$ cat src/hw/epw_pkg.sv
// Constants and types shared by the edge and pulse-width counter block
package epw_pkg;
    // Block shape
    localparam int NCTR = 4;
    localparam int NIN = 8;
    localparam int CW = 32;
    localparam int CH_W = 2;
    localparam int FIFO_DEPTH = 16;
    // Word offsets inside one counter's group of four registers
    localparam logic [1:0] REG_CTRL = 2'h0;
    localparam logic [1:0] REG_COUNT = 2'h1;
    localparam logic [1:0] REG_STATUS = 2'h2;
    localparam logic [1:0] REG_RSVD = 2'h3;
    // Control word field positions
    localparam int CF_MODE = 0;
    localparam int CF_SRC_FALL = 3;
    localparam int CF_PAUSE_EN = 4;
    localparam int CF_PAUSE_LOW = 5;
    localparam int CF_GATE_LOW = 6;
    localparam int CF_SAMP_FALL = 7;
    localparam int CF_DIR = 8;
    localparam int CF_SRC_SEL = 10;
    localparam int CF_GATE_SEL = 13;
    localparam int CF_DIR_SEL = 16;
    localparam int CF_SAMP_SEL = 19;
    localparam int CTRL_W = 22;
    // Status word field positions
    localparam int SF_OVERRUN = 0;
    localparam int SF_OVERFLOW = 1;
    localparam int SF_DONE = 2;
    localparam int SF_ARMED = 3;
    localparam int SF_LEVEL = 8;
    // Values after reset and count limits
    localparam logic [CTRL_W-1:0] CTRL_RST = 22'h0;
    localparam logic [CW-1:0] COUNT_RST = 32'h0;
    localparam logic [CW-1:0] COUNT_MAX = 32'hffffffff;
    // Measurement modes
    typedef enum logic [2:0] {
        EPW_IDLE = 3'h0,
        EPW_EDGE = 3'h1,
        EPW_BUF_EDGE = 3'h2,
        EPW_PW_SINGLE = 3'h3,
        EPW_PW_IMPL = 3'h4,
        EPW_PW_SAMP = 3'h5
    } epw_mode_t;
    // Count direction
    typedef enum logic [1:0] {
        DIR_UP = 2'h0,
        DIR_DOWN = 2'h1,
        DIR_EXT = 2'h2
    } epw_dir_t;
    // Pulse-width sequencer, Gray coded
    typedef enum logic [1:0] {
        PW_WAIT_IDLE = 2'b00,
        PW_WAIT_ACT = 2'b01,
        PW_MEAS = 2'b11,
        PW_DONE = 2'b10
    } epw_pw_t;
endpackage : epw_pkg

$ cat src/hw/epw_counter_top.sv
// Four-channel edge counter and pulse-width timer with sample stream
`timescale 1ns/1ps
`default_nettype none
// Notes on behaviour
// - Four identical counters, 32-bit count each
// - Eight selectable inputs per counter
// - Each counter owns a sample FIFO
// - Inner counter advanced only by source edges
// - Sample clock always comes from an input
// - Modes offer only the supported timings
// - Count source edges of chosen polarity
// - Reading count never disturbs counting
// - Active pause ignores source edges in the edge-count modes
// - Pause from gate, high or low selectable
// - Buffered count pushed each sample edge
// - Sample edge polarity is selectable
// - Counting starts at the arm event
// - Direction up, down, or external input
// - Width counts source edges during active gate
// - Partial pulse at arm is skipped
// - Single width stores once then stops
// - Implicit mode stores every trailing edge
// - Sample edge stores last completed width
// - No completed pulse between samples: overrun
// - Buffered samples stream toward host memory
module epw_counter_top #(
    parameter int DEPTH = epw_pkg::FIFO_DEPTH
) (
    // Clock, reset, enable
    input wire logic clk,
    input wire logic nrst,
    input wire logic ce,
    // Avalon-MM register slave
    input wire logic [3:0] avs_address,
    input wire logic avs_read,
    input wire logic avs_write,
    input wire logic [31:0] avs_writedata,
    output logic [31:0] avs_readdata,
    output logic avs_waitrequest,
    // Counter input terminals, eight per counter
    input wire logic [epw_pkg::NCTR*epw_pkg::NIN-1:0] ctr_in,
    // Sample stream toward host memory
    output logic [epw_pkg::CW-1:0] st_data,
    output logic [epw_pkg::CH_W-1:0] st_channel,
    output logic st_valid,
    input wire logic st_ready
);
    import epw_pkg::*;
    localparam int AW = $clog2(DEPTH);
    localparam int PW = AW + 1;

    typedef struct packed {
        logic [CTRL_W-1:0] ctrl;
        logic armed;
        logic [CW-1:0] count;
        logic [CW-1:0] inner;
        epw_pw_t pw;
        logic fresh;
        logic samp_seen;
        logic overrun;
        logic overflow;
        logic [NIN-1:0] sync1;
        logic [NIN-1:0] sync2;
        logic [NIN-1:0] prev;
        logic [PW-1:0] wr_ptr;
        logic [PW-1:0] wr_vis;
        logic [PW-1:0] rd_ptr;
    } epw_chan_t;

    typedef struct packed {
        epw_chan_t [NCTR-1:0] ch;
        logic ack;
        logic [31:0] rdata;
        logic [CW-1:0] st_data;
        logic [CH_W-1:0] st_chan;
        logic st_valid;
    } epw_state_t;

    epw_state_t s_q;
    epw_state_t s_d;
    logic [NCTR-1:0] push_c, src_e_c, samp_e_c, pause_c, gact_c, gnew_c;
    logic [NCTR-1:0] arm_c, up_c, trail_c, full_c;
    logic [NCTR-1:0][CW-1:0] pdata_c;
    logic [NCTR-1:0][CW-1:0] rdata_c;
    logic [NCTR-1:0][AW-1:0] waddr_c;
    logic [NCTR-1:0][AW-1:0] raddr_c;

    // Level of one of the eight synchronised inputs
    function automatic logic pick(input logic [NIN-1:0] v, input logic [2:0] sel);
        pick = v[sel];
    endfunction : pick

    // Edge of the chosen polarity between last two samples
    function automatic logic edge_of(input logic [NIN-1:0] cur, input logic [NIN-1:0] old,
                                     input logic [2:0] sel, input logic fall);
        edge_of = fall ? (old[sel] & ~cur[sel]) : (cur[sel] & ~old[sel]);
    endfunction : edge_of

    // Mode field of a control word
    function automatic epw_mode_t mode_of(input logic [CTRL_W-1:0] ctrl);
        mode_of = epw_mode_t'(ctrl[CF_MODE +: 3]);
    endfunction : mode_of

    // Status word of one counter
    function automatic logic [31:0] status_of(input epw_chan_t c);
        status_of = (32'(c.wr_ptr - c.rd_ptr) << SF_LEVEL)
                  | (32'(c.overrun) << SF_OVERRUN)
                  | (32'(c.overflow) << SF_OVERFLOW)
                  | (32'(c.pw == PW_DONE) << SF_DONE)
                  | (32'(c.armed) << SF_ARMED);
    endfunction : status_of

    // Next state of bus slave, all counters and the stream stage
    always_comb begin
        epw_chan_t c;
        epw_chan_t n;
        epw_chan_t rsel;
        epw_mode_t m;
        logic wr_hit;
        logic clr_ovr;
        logic clr_ofl;
        logic set_ovr;
        logic push;
        logic comp;
        logic found;
        c = '0;
        n = '0;
        rsel = '0;
        m = EPW_IDLE;
        wr_hit = 1'b0;
        clr_ovr = 1'b0;
        clr_ofl = 1'b0;
        set_ovr = 1'b0;
        push = 1'b0;
        comp = 1'b0;
        found = 1'b0;
        s_d = s_q;
        push_c = '0;
        pdata_c = '0;
        waddr_c = '0;
        src_e_c = '0;
        samp_e_c = '0;
        pause_c = '0;
        gact_c = '0;
        gnew_c = '0;
        arm_c = '0;
        up_c = '0;
        trail_c = '0;
        full_c = '0;

        // One wait state: request seen, then answered on the next edge
        s_d.ack = (avs_read | avs_write) & ~s_q.ack;
        rsel = s_q.ch[avs_address[3:2]];
        if (avs_read && !s_q.ack) begin
            unique case (avs_address[1:0])
                REG_CTRL: s_d.rdata = 32'(rsel.ctrl);
                REG_COUNT: s_d.rdata = rsel.count;
                REG_STATUS: s_d.rdata = status_of(rsel);
                REG_RSVD: s_d.rdata = 32'h0;
            endcase
        end

        for (int i = 0; i < NCTR; i++) begin
            c = s_q.ch[i];
            n = c;
            push = 1'b0;
            comp = 1'b0;
            set_ovr = 1'b0;
            m = mode_of(c.ctrl);
            n.sync1 = ctr_in[i*NIN +: NIN];
            n.sync2 = c.sync1;
            n.prev = c.sync2;
            src_e_c[i] = edge_of(c.sync2, c.prev, c.ctrl[CF_SRC_SEL +: 3], c.ctrl[CF_SRC_FALL]);
            samp_e_c[i] = edge_of(c.sync2, c.prev, c.ctrl[CF_SAMP_SEL +: 3],
                                  c.ctrl[CF_SAMP_FALL]);
            gact_c[i] = pick(c.sync2, c.ctrl[CF_GATE_SEL +: 3]) ^ c.ctrl[CF_GATE_LOW];
            gnew_c[i] = pick(c.sync2, avs_writedata[CF_GATE_SEL +: 3])
                      ^ avs_writedata[CF_GATE_LOW];
            pause_c[i] = c.ctrl[CF_PAUSE_EN]
                       & (pick(c.sync2, c.ctrl[CF_GATE_SEL +: 3]) ^ c.ctrl[CF_PAUSE_LOW]);
            unique case (epw_dir_t'(c.ctrl[CF_DIR +: 2]))
                DIR_UP: up_c[i] = 1'b1;
                DIR_DOWN: up_c[i] = 1'b0;
                DIR_EXT: up_c[i] = pick(c.sync2, c.ctrl[CF_DIR_SEL +: 3]);
                default: up_c[i] = 1'b1;
            endcase
            full_c[i] = (c.wr_ptr[AW] != c.rd_ptr[AW])
                      && (c.wr_ptr[AW-1:0] == c.rd_ptr[AW-1:0]);
            trail_c[i] = c.armed && (c.pw == PW_MEAS) && !gact_c[i];
            wr_hit = avs_write && s_q.ack && (avs_address[3:2] == CH_W'(i));
            arm_c[i] = wr_hit && (avs_address[1:0] == REG_CTRL);
            clr_ovr = wr_hit && (avs_address[1:0] == REG_STATUS) && avs_writedata[SF_OVERRUN];
            clr_ofl = wr_hit && (avs_address[1:0] == REG_STATUS) && avs_writedata[SF_OVERFLOW];
            pdata_c[i] = c.count;

            if (arm_c[i]) begin
                n.ctrl = avs_writedata[CTRL_W-1:0];
                n.armed = mode_of(avs_writedata[CTRL_W-1:0]) != EPW_IDLE;
                n.count = COUNT_RST;
                n.inner = COUNT_RST;
                n.fresh = 1'b0;
                n.samp_seen = 1'b0;
                n.pw = gnew_c[i] ? PW_WAIT_IDLE : PW_WAIT_ACT;
            end else if (c.armed) begin
                unique case (m)
                    EPW_EDGE, EPW_BUF_EDGE: begin
                        if (src_e_c[i] && !pause_c[i]) begin
                            n.count = up_c[i] ? c.count + 32'h1 : c.count - 32'h1;
                        end
                        if (m == EPW_BUF_EDGE && samp_e_c[i]) begin
                            push = 1'b1;
                        end
                    end
                    EPW_PW_SINGLE, EPW_PW_IMPL, EPW_PW_SAMP: begin
                        // Inner counter holds pulse in progress
                        unique case (c.pw)
                            PW_WAIT_IDLE: begin
                                if (!gact_c[i]) begin
                                    n.pw = PW_WAIT_ACT;
                                end
                            end
                            PW_WAIT_ACT: begin
                                if (gact_c[i]) begin
                                    n.pw = PW_MEAS;
                                    n.inner = COUNT_RST;
                                end
                            end
                            PW_MEAS: begin
                                if (!gact_c[i]) begin
                                    comp = 1'b1;
                                    n.count = c.inner;
                                    n.pw = (m == EPW_PW_SINGLE) ? PW_DONE : PW_WAIT_ACT;
                                end else if (src_e_c[i]) begin
                                    n.inner = c.inner + 32'h1;
                                end
                            end
                            PW_DONE: n.pw = PW_DONE;
                        endcase
                        if (comp && m != EPW_PW_SAMP) begin
                            push = 1'b1;
                            pdata_c[i] = c.inner;
                        end
                        if (m == EPW_PW_SAMP) begin
                            n.fresh = c.fresh | comp;
                            // Sample clock from an input only
                            if (samp_e_c[i]) begin
                                n.samp_seen = 1'b1;
                                if (comp || c.fresh) begin
                                    push = 1'b1;
                                    pdata_c[i] = comp ? c.inner : c.count;
                                    n.fresh = 1'b0;
                                end else if (c.samp_seen) begin
                                    set_ovr = 1'b1;
                                end
                            end
                        end
                    end
                    default: n.armed = 1'b0;
                endcase
            end

            // FIFO write; a full FIFO drops and flags
            push_c[i] = push && !full_c[i];
            waddr_c[i] = c.wr_ptr[AW-1:0];
            if (push_c[i]) begin
                n.wr_ptr = c.wr_ptr + PW'(1);
            end
            // Reader sees an entry one cycle late, after the memory holds it
            n.wr_vis = c.wr_ptr;
            // Hardware set wins over a software clear in the same cycle
            n.overrun = (c.overrun && !clr_ovr) || set_ovr;
            n.overflow = (c.overflow && !clr_ofl) || (push && full_c[i]);
            s_d.ch[i] = n;
        end

        // Lowest non-empty channel feeds the stream
        if (!s_q.st_valid || st_ready) begin
            s_d.st_valid = 1'b0;
            for (int i = 0; i < NCTR; i++) begin
                if (!found && (s_q.ch[i].rd_ptr != s_q.ch[i].wr_vis)) begin
                    found = 1'b1;
                    s_d.st_valid = 1'b1;
                    s_d.st_data = rdata_c[i];
                    s_d.st_chan = CH_W'(i);
                    s_d.ch[i].rd_ptr = s_q.ch[i].rd_ptr + PW'(1);
                end
            end
        end
    end

    // All state but the sample memories in one register; clock enable freezes everything
    always_ff @(posedge clk or negedge nrst) begin
        if (!nrst) begin
            s_q <= '0;
        end else if (ce) begin
            s_q <= s_d;
        end
    end

    // Wait request combinational; stream valid and all data from flops
    assign avs_waitrequest = (avs_read | avs_write) & ~s_q.ack;
    assign avs_readdata = s_q.rdata;
    assign st_data = s_q.st_data;
    assign st_channel = s_q.st_chan;
    assign st_valid = s_q.st_valid;

    genvar g;
    generate
        for (g = 0; g < NCTR; g++) begin : g_ch
            epw_mode_t mode_g;
            logic run_g;
            assign mode_g = mode_of(s_q.ch[g].ctrl);
            assign run_g = s_q.ch[g].armed && !arm_c[g];
            // Memory reads the pointer it will hold after this edge
            assign raddr_c[g] = s_d.ch[g].rd_ptr[AW-1:0];

            epw_fifo_mem #(
                .WIDTH(CW),
                .DEPTH(DEPTH)
            ) u_mem (
                .clk(clk),
                .nrst(nrst),
                .ce(ce),
                .we(push_c[g]),
                .waddr(waddr_c[g]),
                .wdata(pdata_c[g]),
                .raddr(raddr_c[g]),
                .rdata(rdata_c[g])
            );

        end
    endgenerate
endmodule : epw_counter_top
`default_nettype wire

$ cat src/hw/epw_fifo_mem.sv
// Sample memory of one counter with registered read data
`timescale 1ns/1ps
`default_nettype none
module epw_fifo_mem #(
    parameter int WIDTH = 32,
    parameter int DEPTH = 16
) (
    // Clock, reset, enable
    input wire logic clk,
    input wire logic nrst,
    input wire logic ce,
    // Write port
    input wire logic we,
    input wire logic [$clog2(DEPTH)-1:0] waddr,
    input wire logic [WIDTH-1:0] wdata,
    // Read port
    input wire logic [$clog2(DEPTH)-1:0] raddr,
    output logic [WIDTH-1:0] rdata
);
    logic [WIDTH-1:0] mem [DEPTH];
    logic [WIDTH-1:0] rdata_q;

    // Storage has no reset so it maps onto block memory
    always_ff @(posedge clk) begin
        if (ce && we) begin
            mem[waddr] <= wdata;
        end
    end

    // Read is one cycle late; same-address write returns old data
    always_ff @(posedge clk or negedge nrst) begin
        if (!nrst) begin
            rdata_q <= '0;
        end else if (ce) begin
            rdata_q <= mem[raddr];
        end
    end

    assign rdata = rdata_q;
endmodule : epw_fifo_mem
`default_nettype wire

$ cat config.mk
export PLATFORM = sky130hd
export DESIGN_NAME = epw_counter_top
export DESIGN_NICKNAME = d
export VERILOG_FILES = /design/src/hw/epw_pkg.sv /design/src/hw/epw_counter_top.sv /design/src/hw/epw_fifo_mem.sv
export SDC_FILE = /design/constraint.sdc
export NUM_CORES = 2
export LEC_CHECK = 0
export ABC_AREA = 1
export BUFFER_PORTS_ARGS = -buffer_cell sky130_fd_sc_hd__buf_2
export CORE_MARGIN = 2
export CORE_UTILIZATION = 32
export CTS_CLUSTER_SIZE = 30
export DETAILED_ROUTE_END_ITERATION = 6
export SKIP_CTS_REPAIR_TIMING = 1
export SLEW_MARGIN = 30
export SYNTH_ARGS = -nofsm -noshare
export SYNTH_HDL_FRONTEND = slang
export SYNTH_HIERARCHICAL = 1
export SYNTH_SLANG_ARGS = --single-unit
$ cat constraint.sdc
create_clock -name clk -period 9.7 [get_ports clk]
set_input_delay 2.425 -clock clk [delete_from_list [all_inputs] [get_ports clk]]
set_output_delay 2.425 -clock clk [all_outputs]
set_load 0.01 [all_outputs]
# [Word level (Yosys, flattened, before mapping)]
# Memory sizes are Yosys's and may differ from the RTL's. A register that Yosys moved wholly into a read port is not among the register bits.
# Index checks and enable logic that the tools add are counted.
[totals] mem_bits_rw=2048 wordCells=737 out_inout_bits=68 rom_bits=0 register_bits=596 mem_count=4 latchBits=0 in_bits=74
[mem_list] name="g_ch[0].u_mem.mem" depth=16 word_bits=32 rd=1 rd_clocked_by_memory_dff=1 wr=1 line="epw_fifo_mem.sv:20" source="logic [WIDTH-1:0] mem [DEPTH];"
[mem_list] name="g_ch[1].u_mem.mem" depth=16 word_bits=32 rd=1 rd_clocked_by_memory_dff=1 wr=1 line="epw_fifo_mem.sv:20"
[mem_list] name="g_ch[2].u_mem.mem" depth=16 word_bits=32 rd=1 rd_clocked_by_memory_dff=1 wr=1 line="epw_fifo_mem.sv:20"
[mem_list] name="g_ch[3].u_mem.mem" depth=16 word_bits=32 rd=1 rd_clocked_by_memory_dff=1 wr=1 line="epw_fifo_mem.sv:20"
[classes] mul=0 n_bitwise=59 reduce_logical=178 n_mux=293 order_cmp=18 n_addsub=21 n_div=0 n_shift=0 eq_ne=95
[op_table] operator="$mux W32" count=56
[op_table] operator="$mux W69" count=8
[op_table] operator="$pmux W32 S2" count=8
[op_table] operator="$bmux W132 S2" count=1
[op_table] operator="$add A32 B1 Y32 const B" count=8
[op_table] operator="$mux W36" count=4
[op_table] operator="$mux W35" count=4
[op_table] operator="$mux W1" count=138
[op_table] operator="$mux W34" count=4
[op_table] operator="$mux W132" count=1
[op_table] operator="$pmux W32 S4" count=1
[op_table] operator="$sub A32 B1 Y32 const B" count=4
[op_table] operator="$ne A3 B3 Y1 const B" count=36
[op_table] operator="$bmux W1 S3" count=28
[op_table] operator="$lt A3 B4 Y1 const B" count=17
[op_table] operator="$logic_and A1 B1 Y1" count=61
[op_table] operator="$reduce_and A6 Y1" count=8
[op_table] operator="$add A5 B1 Y5 const B" count=8
[op_table] operator="$mux W2" count=20
[op_table] operator="$eq A2 B2 Y1 const B" count=17
[op_table] operator="$mux W4" count=8
[op_table] operator="$or A32 B1 Y32" count=1
[op_table] operator="$or A32 B2 Y32" count=1
[op_table] operator="$or A32 B3 Y32" count=1
[op_table] operator="other kinds (30)" count=221

# [Logic depth before layout (Yosys ltp)]
[depth] word_depth=20 mapped_depth=24 ltp_nobuf=22

# [Modules after synthesis]
# Netlist, hierarchy kept.
[by_module_without_submodules] module="epw_fifo_mem" instances=4 area_per_inst_um2=21864.7 cells_per_inst=1843
[by_module_without_submodules] module="epw_counter_top" instances=1 area_per_inst_um2=44126.1 cells_per_inst=6493

# [Worst setup path after synthesis]
# Ideal clock, no wire load.
[synth_timing] kind="input port to flip-flop" startpoint="input avs_address[1]" endpoint="memory g_ch[0].u_mem.mem[4][0], enable pin" slack_ns=4.088 setup_time_ns=0.421 n_path_buf=1 t_arrival_ns=5.191 path_stages=13 cell_sequence="buf_2 > nor2_4 > nand2_1 > nand2_2 > nor2_1 > inv_1 > a21oi_1 > inv_1 > nor2_1 > nand2_1 > inv_1 > nand3b_1 > nor2_1"
[synth_via] elab_chain_cells=7
[synth_lines] item="start: declaration" line="epw_counter_top.sv:34" source="input wire logic [3:0] avs_address,"
[synth_lines] item="$logic_not A2 Y1" line="epw_counter_top.sv:191" source="arm_c[i] = wr_hit && (avs_address[1:0] == REG_CTRL);"
[synth_lines] item="$logic_and A1 B1 Y1" line="epw_counter_top.sv:191"
[synth_lines] item="$mux W1" line="epw_counter_top.sv:196" source="if (arm_c[i]) begin"
[synth_lines] item="$logic_and A1 B1 Y1" line="epw_counter_top.sv:263" source="push_c[i] = push && !full_c[i];"
[synth_lines] item="named net push_c[0]" line="epw_counter_top.sv:81" source="logic [NCTR-1:0] push_c, src_e_c, samp_e_c, pause_c, gact_c, gnew_c;"
[synth_lines] item="$logic_and A1 B1 Y1" line="epw_fifo_mem.sv:25" source="if (ce && we) begin"
[synth_lines] item="$mux W1" line="epw_fifo_mem.sv:25"
[synth_lines] item="$mux W1 (not written as such)" line="epw_fifo_mem.sv:26" source="mem[waddr] <= wdata;"
[synth_lines] item="end: declaration" line="epw_fifo_mem.sv:20"
# The timed path passes the listed nets, and every way through them passes these cells.

# [Worst setup path in the final report]
[layout_timing] startpoint="input avs_address[3]" endpoint="memory g_ch[0].u_mem.mem[4][21], enable pin"
[layout_via] elab_chain_cells=8
[layout_lines] item="$logic_not A2 Y1" line="epw_counter_top.sv:190" source="wr_hit = avs_write && s_q.ack && (avs_address[3:2] == CH_W'(i));"
[layout_lines] item="$logic_and A1 B1 Y1" line="epw_counter_top.sv:190"
[layout_lines] item="$logic_and A1 B1 Y1" line="epw_counter_top.sv:191"
[layout_lines] item="$mux W1" line="epw_counter_top.sv:196"
[layout_lines] item="$logic_and A1 B1 Y1" line="epw_counter_top.sv:263"
[layout_lines] item="named net push_c[0]" line="epw_counter_top.sv:81"
[layout_lines] item="$logic_and A1 B1 Y1" line="epw_fifo_mem.sv:25"
[layout_lines] item="$mux W1" line="epw_fifo_mem.sv:25"
[layout_lines] item="$mux W1 (not written as such)" line="epw_fifo_mem.sv:26"
# The timed path passes the listed nets, and every way through them passes these cells.

==> qor.csv <==
stage;metric;value;unit
clock_tree;clk_pin_slew_worst_paths;70;ps
timing;worst_slew_pin_slew;1040;ps
place;place_congestion;0.974;
yosys;synth.avg_cell_area;9.49;um2
grt;antenna_found_initial;39;
die;dieHeight;645;um
yosys;synthesis.instances;13900;
yosys;ys_seq_elements;2772;
power;p_seq_frac;0.379;
route;drc;0;
die;die_x;645;um
timing;min_period;6510;ps
clock_tree;tritoncts;done;
worst_setup_path;end_kind;register;
clock_tree;numCtsBuffers;297;
worst_setup_path;path_max_fanout;37;
timing;rsz0062_at_grt;no;
worst_setup_path;required;10230;ps
yosys;synthArstFlopShare;0.261;
cells_and_area;ff_latch_area;79600;um2
yosys;synth_area;132000;um2
die;coreArea;410000;um2
clock_tree;cts.sinks;2772;
die;start_util;0.321;
power;leakage;58.9;nW
timing;maxSlewViolCount;0;
yosys;yosysSeqAreaShare;0.605;
power;p_comb_frac;0.346;
grt;grt-ovfl-total;0;
timing;period_share;0.671;
yosys;ys_types;67;
timing;finClkSkew;68.7;ps
die;die_area;416000;um2
power;power.switching;0.0164;W
worst_setup_path;r2r_slack;4260;ps
route;routed_wirelength;435;mm
yosys;synth_nets;14100;
place;portBuffers;131;
die;row_count;235;
yosys;synth_ff_type;edfxtp_1;
cells_and_area;stdcell_count;19500;
worst_setup_path;rr_worst_depth;20;
worst_setup_path;startpoint_type;primary input;
die;io_pins;142;
route;route.antenna.remaining_nets;0;
route;viasPerCell;5.18;
cells_and_area;fillers;40800;
cells_and_area;area_growth;11.9;%
place;dp_hpwl;279;mm
job;drv_cap;0;
grt;grt_max_degree;211;
power;irDropWorstVdd;0.000379;V
clock_tree;cts_buffer_depth;4;
timing;setup_violations;0;
worst_setup_path;crit_arrival;7040;ps
timing;fmax;0.154;GHz
clock_tree;htree_levels;5;
route;drtIter0Drc;11900;
yosys;ys_warn_count;6;
timing;tns;0;ps
yosys;synth_edf_count;2048;
grt;first_global_vias;92900;
timing;hold_viol;0;
grt;grt_pass1_wl;635;mm
timing;max_slew_margin;0.306;
clock_tree;clockRootBuffer;clkbuf_16;
cells_and_area;layout-drive-gt1-share;0.0754;
power;switching_share;0.398;
clock_tree;clock_latency;900;ps
power;power_density;279;nW/um2
worst_setup_path;worstSetupPathType;primary input to register;
power;p_int;0.0248;W
route;first_pass_iters;6;
cells_and_area;multi_input_area;45700;um2
cells_and_area;final_nets;14000;
place;dp.cells;18900;
power;p_clk_frac;0.276;
route;dr_total_vias;101000;
status;status;finished, final reports clean;
hold_path;hold_depth;2;
hold_path;hp-class;register to register;
grt;grt_usage;0.203;
route;routedWlPerCell;22.4;um
## power groups by stage
stage | Combinational, W | Sequential [W] | Clock, W
6_report | 0.0142 | 0.0156 | 0.0113
5_1_grt | 0.0158 | 0.0156 | 0.0120
4_1_cts | 0.0141 | 0.0155 | 0.0115
3_5_place_dp | 0.0140 | 0.0158 | 0
3_3_place_gp | 0.0139 | 0.0158 | 0
2_1_floorplan | 0.00999 | 0.0152 | 0
## cell usage after synthesis, drive strengths merged, types with 5 or more instances
master / count / area share
a31oi: 20 / 0.00095
and2: 7 / 0.00033
clkbuf: 217 / 0.0062
o21bai: 27 / 0.0015
nand3: 2014 / 0.077
a21boi: 17 / 0.00097
and3: 5 / 0.00024
fa: 5 / 0.00076
inv: 731 / 0.021
xnor2: 15 / 0.0010
dfrtp: 724 / 0.14
nand4: 106 / 0.0051
o22ai: 75 / 0.0037
buf: 541 / 0.028
or2: 24 / 0.0011
nor4: 37 / 0.0018
nor2: 510 / 0.015
a21o: 28 / 0.0016
edfxtp: 2048 / 0.47
o21a: 11 / 0.00063
a221oi: 11 / 0.00073
ha: 165 / 0.016
mux2i: 14 / 0.0011
o211ai: 29 / 0.0017
a22oi: 59 / 0.0034
nand3b: 14 / 0.00080
a21oi: 338 / 0.013
xor2: 154 / 0.010
nand2: 4866 / 0.14
nor3: 170 / 0.0065
o221ai: 13 / 0.00087
clkinv: 9 / 0.00027
o311ai: 7 / 0.00047
o21ai: 824 / 0.032
## logic make-up after synthesis
| group | Yosys count | share of synthesized area |
|---|---|---|
| AND/OR/NAND/NOR | 7758 | 0.247 |
| flip-flops | 2772 | 0.605 |
| buffers and inverters | 1498 | 0.0557 |
| AO/OA/AOI/OAI | 1484 | 0.0632 |
| adder cells (fa/ha/maj) | 170 | 0.0165 |
| XOR/XNOR | 169 | 0.0112 |
| multiplexers | 14 | 0.00106 |
## cell type report
| cell class | instances | share of cell area |
|---|---|---|
| Antenna cell | 14 | 0.000238 |
| Clock buffer | 394 | 0.0556 |
| Clock inverter | 135 | 0.00910 |
| Inverter | 740 | 0.0194 |
| Multi-Input combinational cell | 9595 | 0.310 |
| Sequential cell | 2772 | 0.540 |
| Tap cell | 5451 | 0.0463 |
| Timing Repair Buffer | 372 | 0.0189 |
## sequential cells by signal, indices dropped and copies added, names as in the netlist
name              count
s_d                  84
st_data              32
st_valid              1
st_channel            2
s_q                 433
g_ch.mode_g          12
g_ch.u_mem/rdata    128
avs_readdata         32
g_ch.u_mem/mem     2048
## through the flow
| stage | setup WS [ps] | hold slack, ps | total power, W | util | area [um2] |
|---|---|---|---|---|---|
| global placement | 2420 | 455 | 0.0297 | 0.335 | 137000 |
| finish | 3190 | 434 | 0.0411 | 0.360 | 147000 |
| CTS | 3310 | 430 | 0.0411 | 0.359 | 147000 |
| global route | 3020 | 484 | 0.0434 | 0.360 | 147000 |
| floorplan | 4090 | 442 | 0.0252 | - | 132000 |
| detailed placement | 2370 | 459 | 0.0298 | 0.335 | 137000 |
## path summary, 6_finish.rpt
path,to,start
max,g_ch[0].u_mem/mem[4][21],avs_address[3]
min,s_q[348],s_d[348]
max reg2reg,g_ch[1].u_mem/rdata[3],s_q[70]
min reg2reg,s_q[348],s_d[348]
max in group asynchronous,s_q[259],nrst
min in group asynchronous,g_ch[2].u_mem/rdata[30],nrst
## critical path, stage by stage
cell and delay (ps):
buf_2 200, nor2_4 40, buf_4 260, inv_2 80, buf_4 440, nor2_1 110, nand2_1 80, buf_4 320
nand2_2 270, nor2_1 200, inv_1 70, a21oi_1 490, inv_1 90, nor2_1 110, nand2_1 160, inv_1 170
nand3b_1 320, nor2_4 610, buf_4 490
## per-layer routing
metal,up-vias,GRT usage,part of all wire
met5,-,0,0.00020
met4,14,0.0756,0.041
met3,689,0.0304,0.082
met2,4097,0.305,0.44
met1,49100,0.295,0.44
li1,47000,-,-
## cell usage in the layout (no fill, tap or decap), types with 28 or more instances in the layout
cell	count
buf_4	218
xor2_1	147
nand4_1	105
o22ai_1	72
nor3_1	169
o211ai_1	29
clkbuf_16	305
edfxtp_1	2048
nand3_1	2014
inv_1	681
dfrtp_1	724
o21ai_0	606
clkinv_1	52
nand2_1	4849
a21o_1	28
clkbuf_1	67
o21ai_2	44
o21ai_1	145
nor2_1	426
a21oi_1	336
a22oi_1	59
nor2_4	77
buf_2	129
clkinv_2	42
inv_2	37
ha_1	165
nor4_1	36
o21ai_4	29
Note: power is estimated with default switching activity, not from simulation.
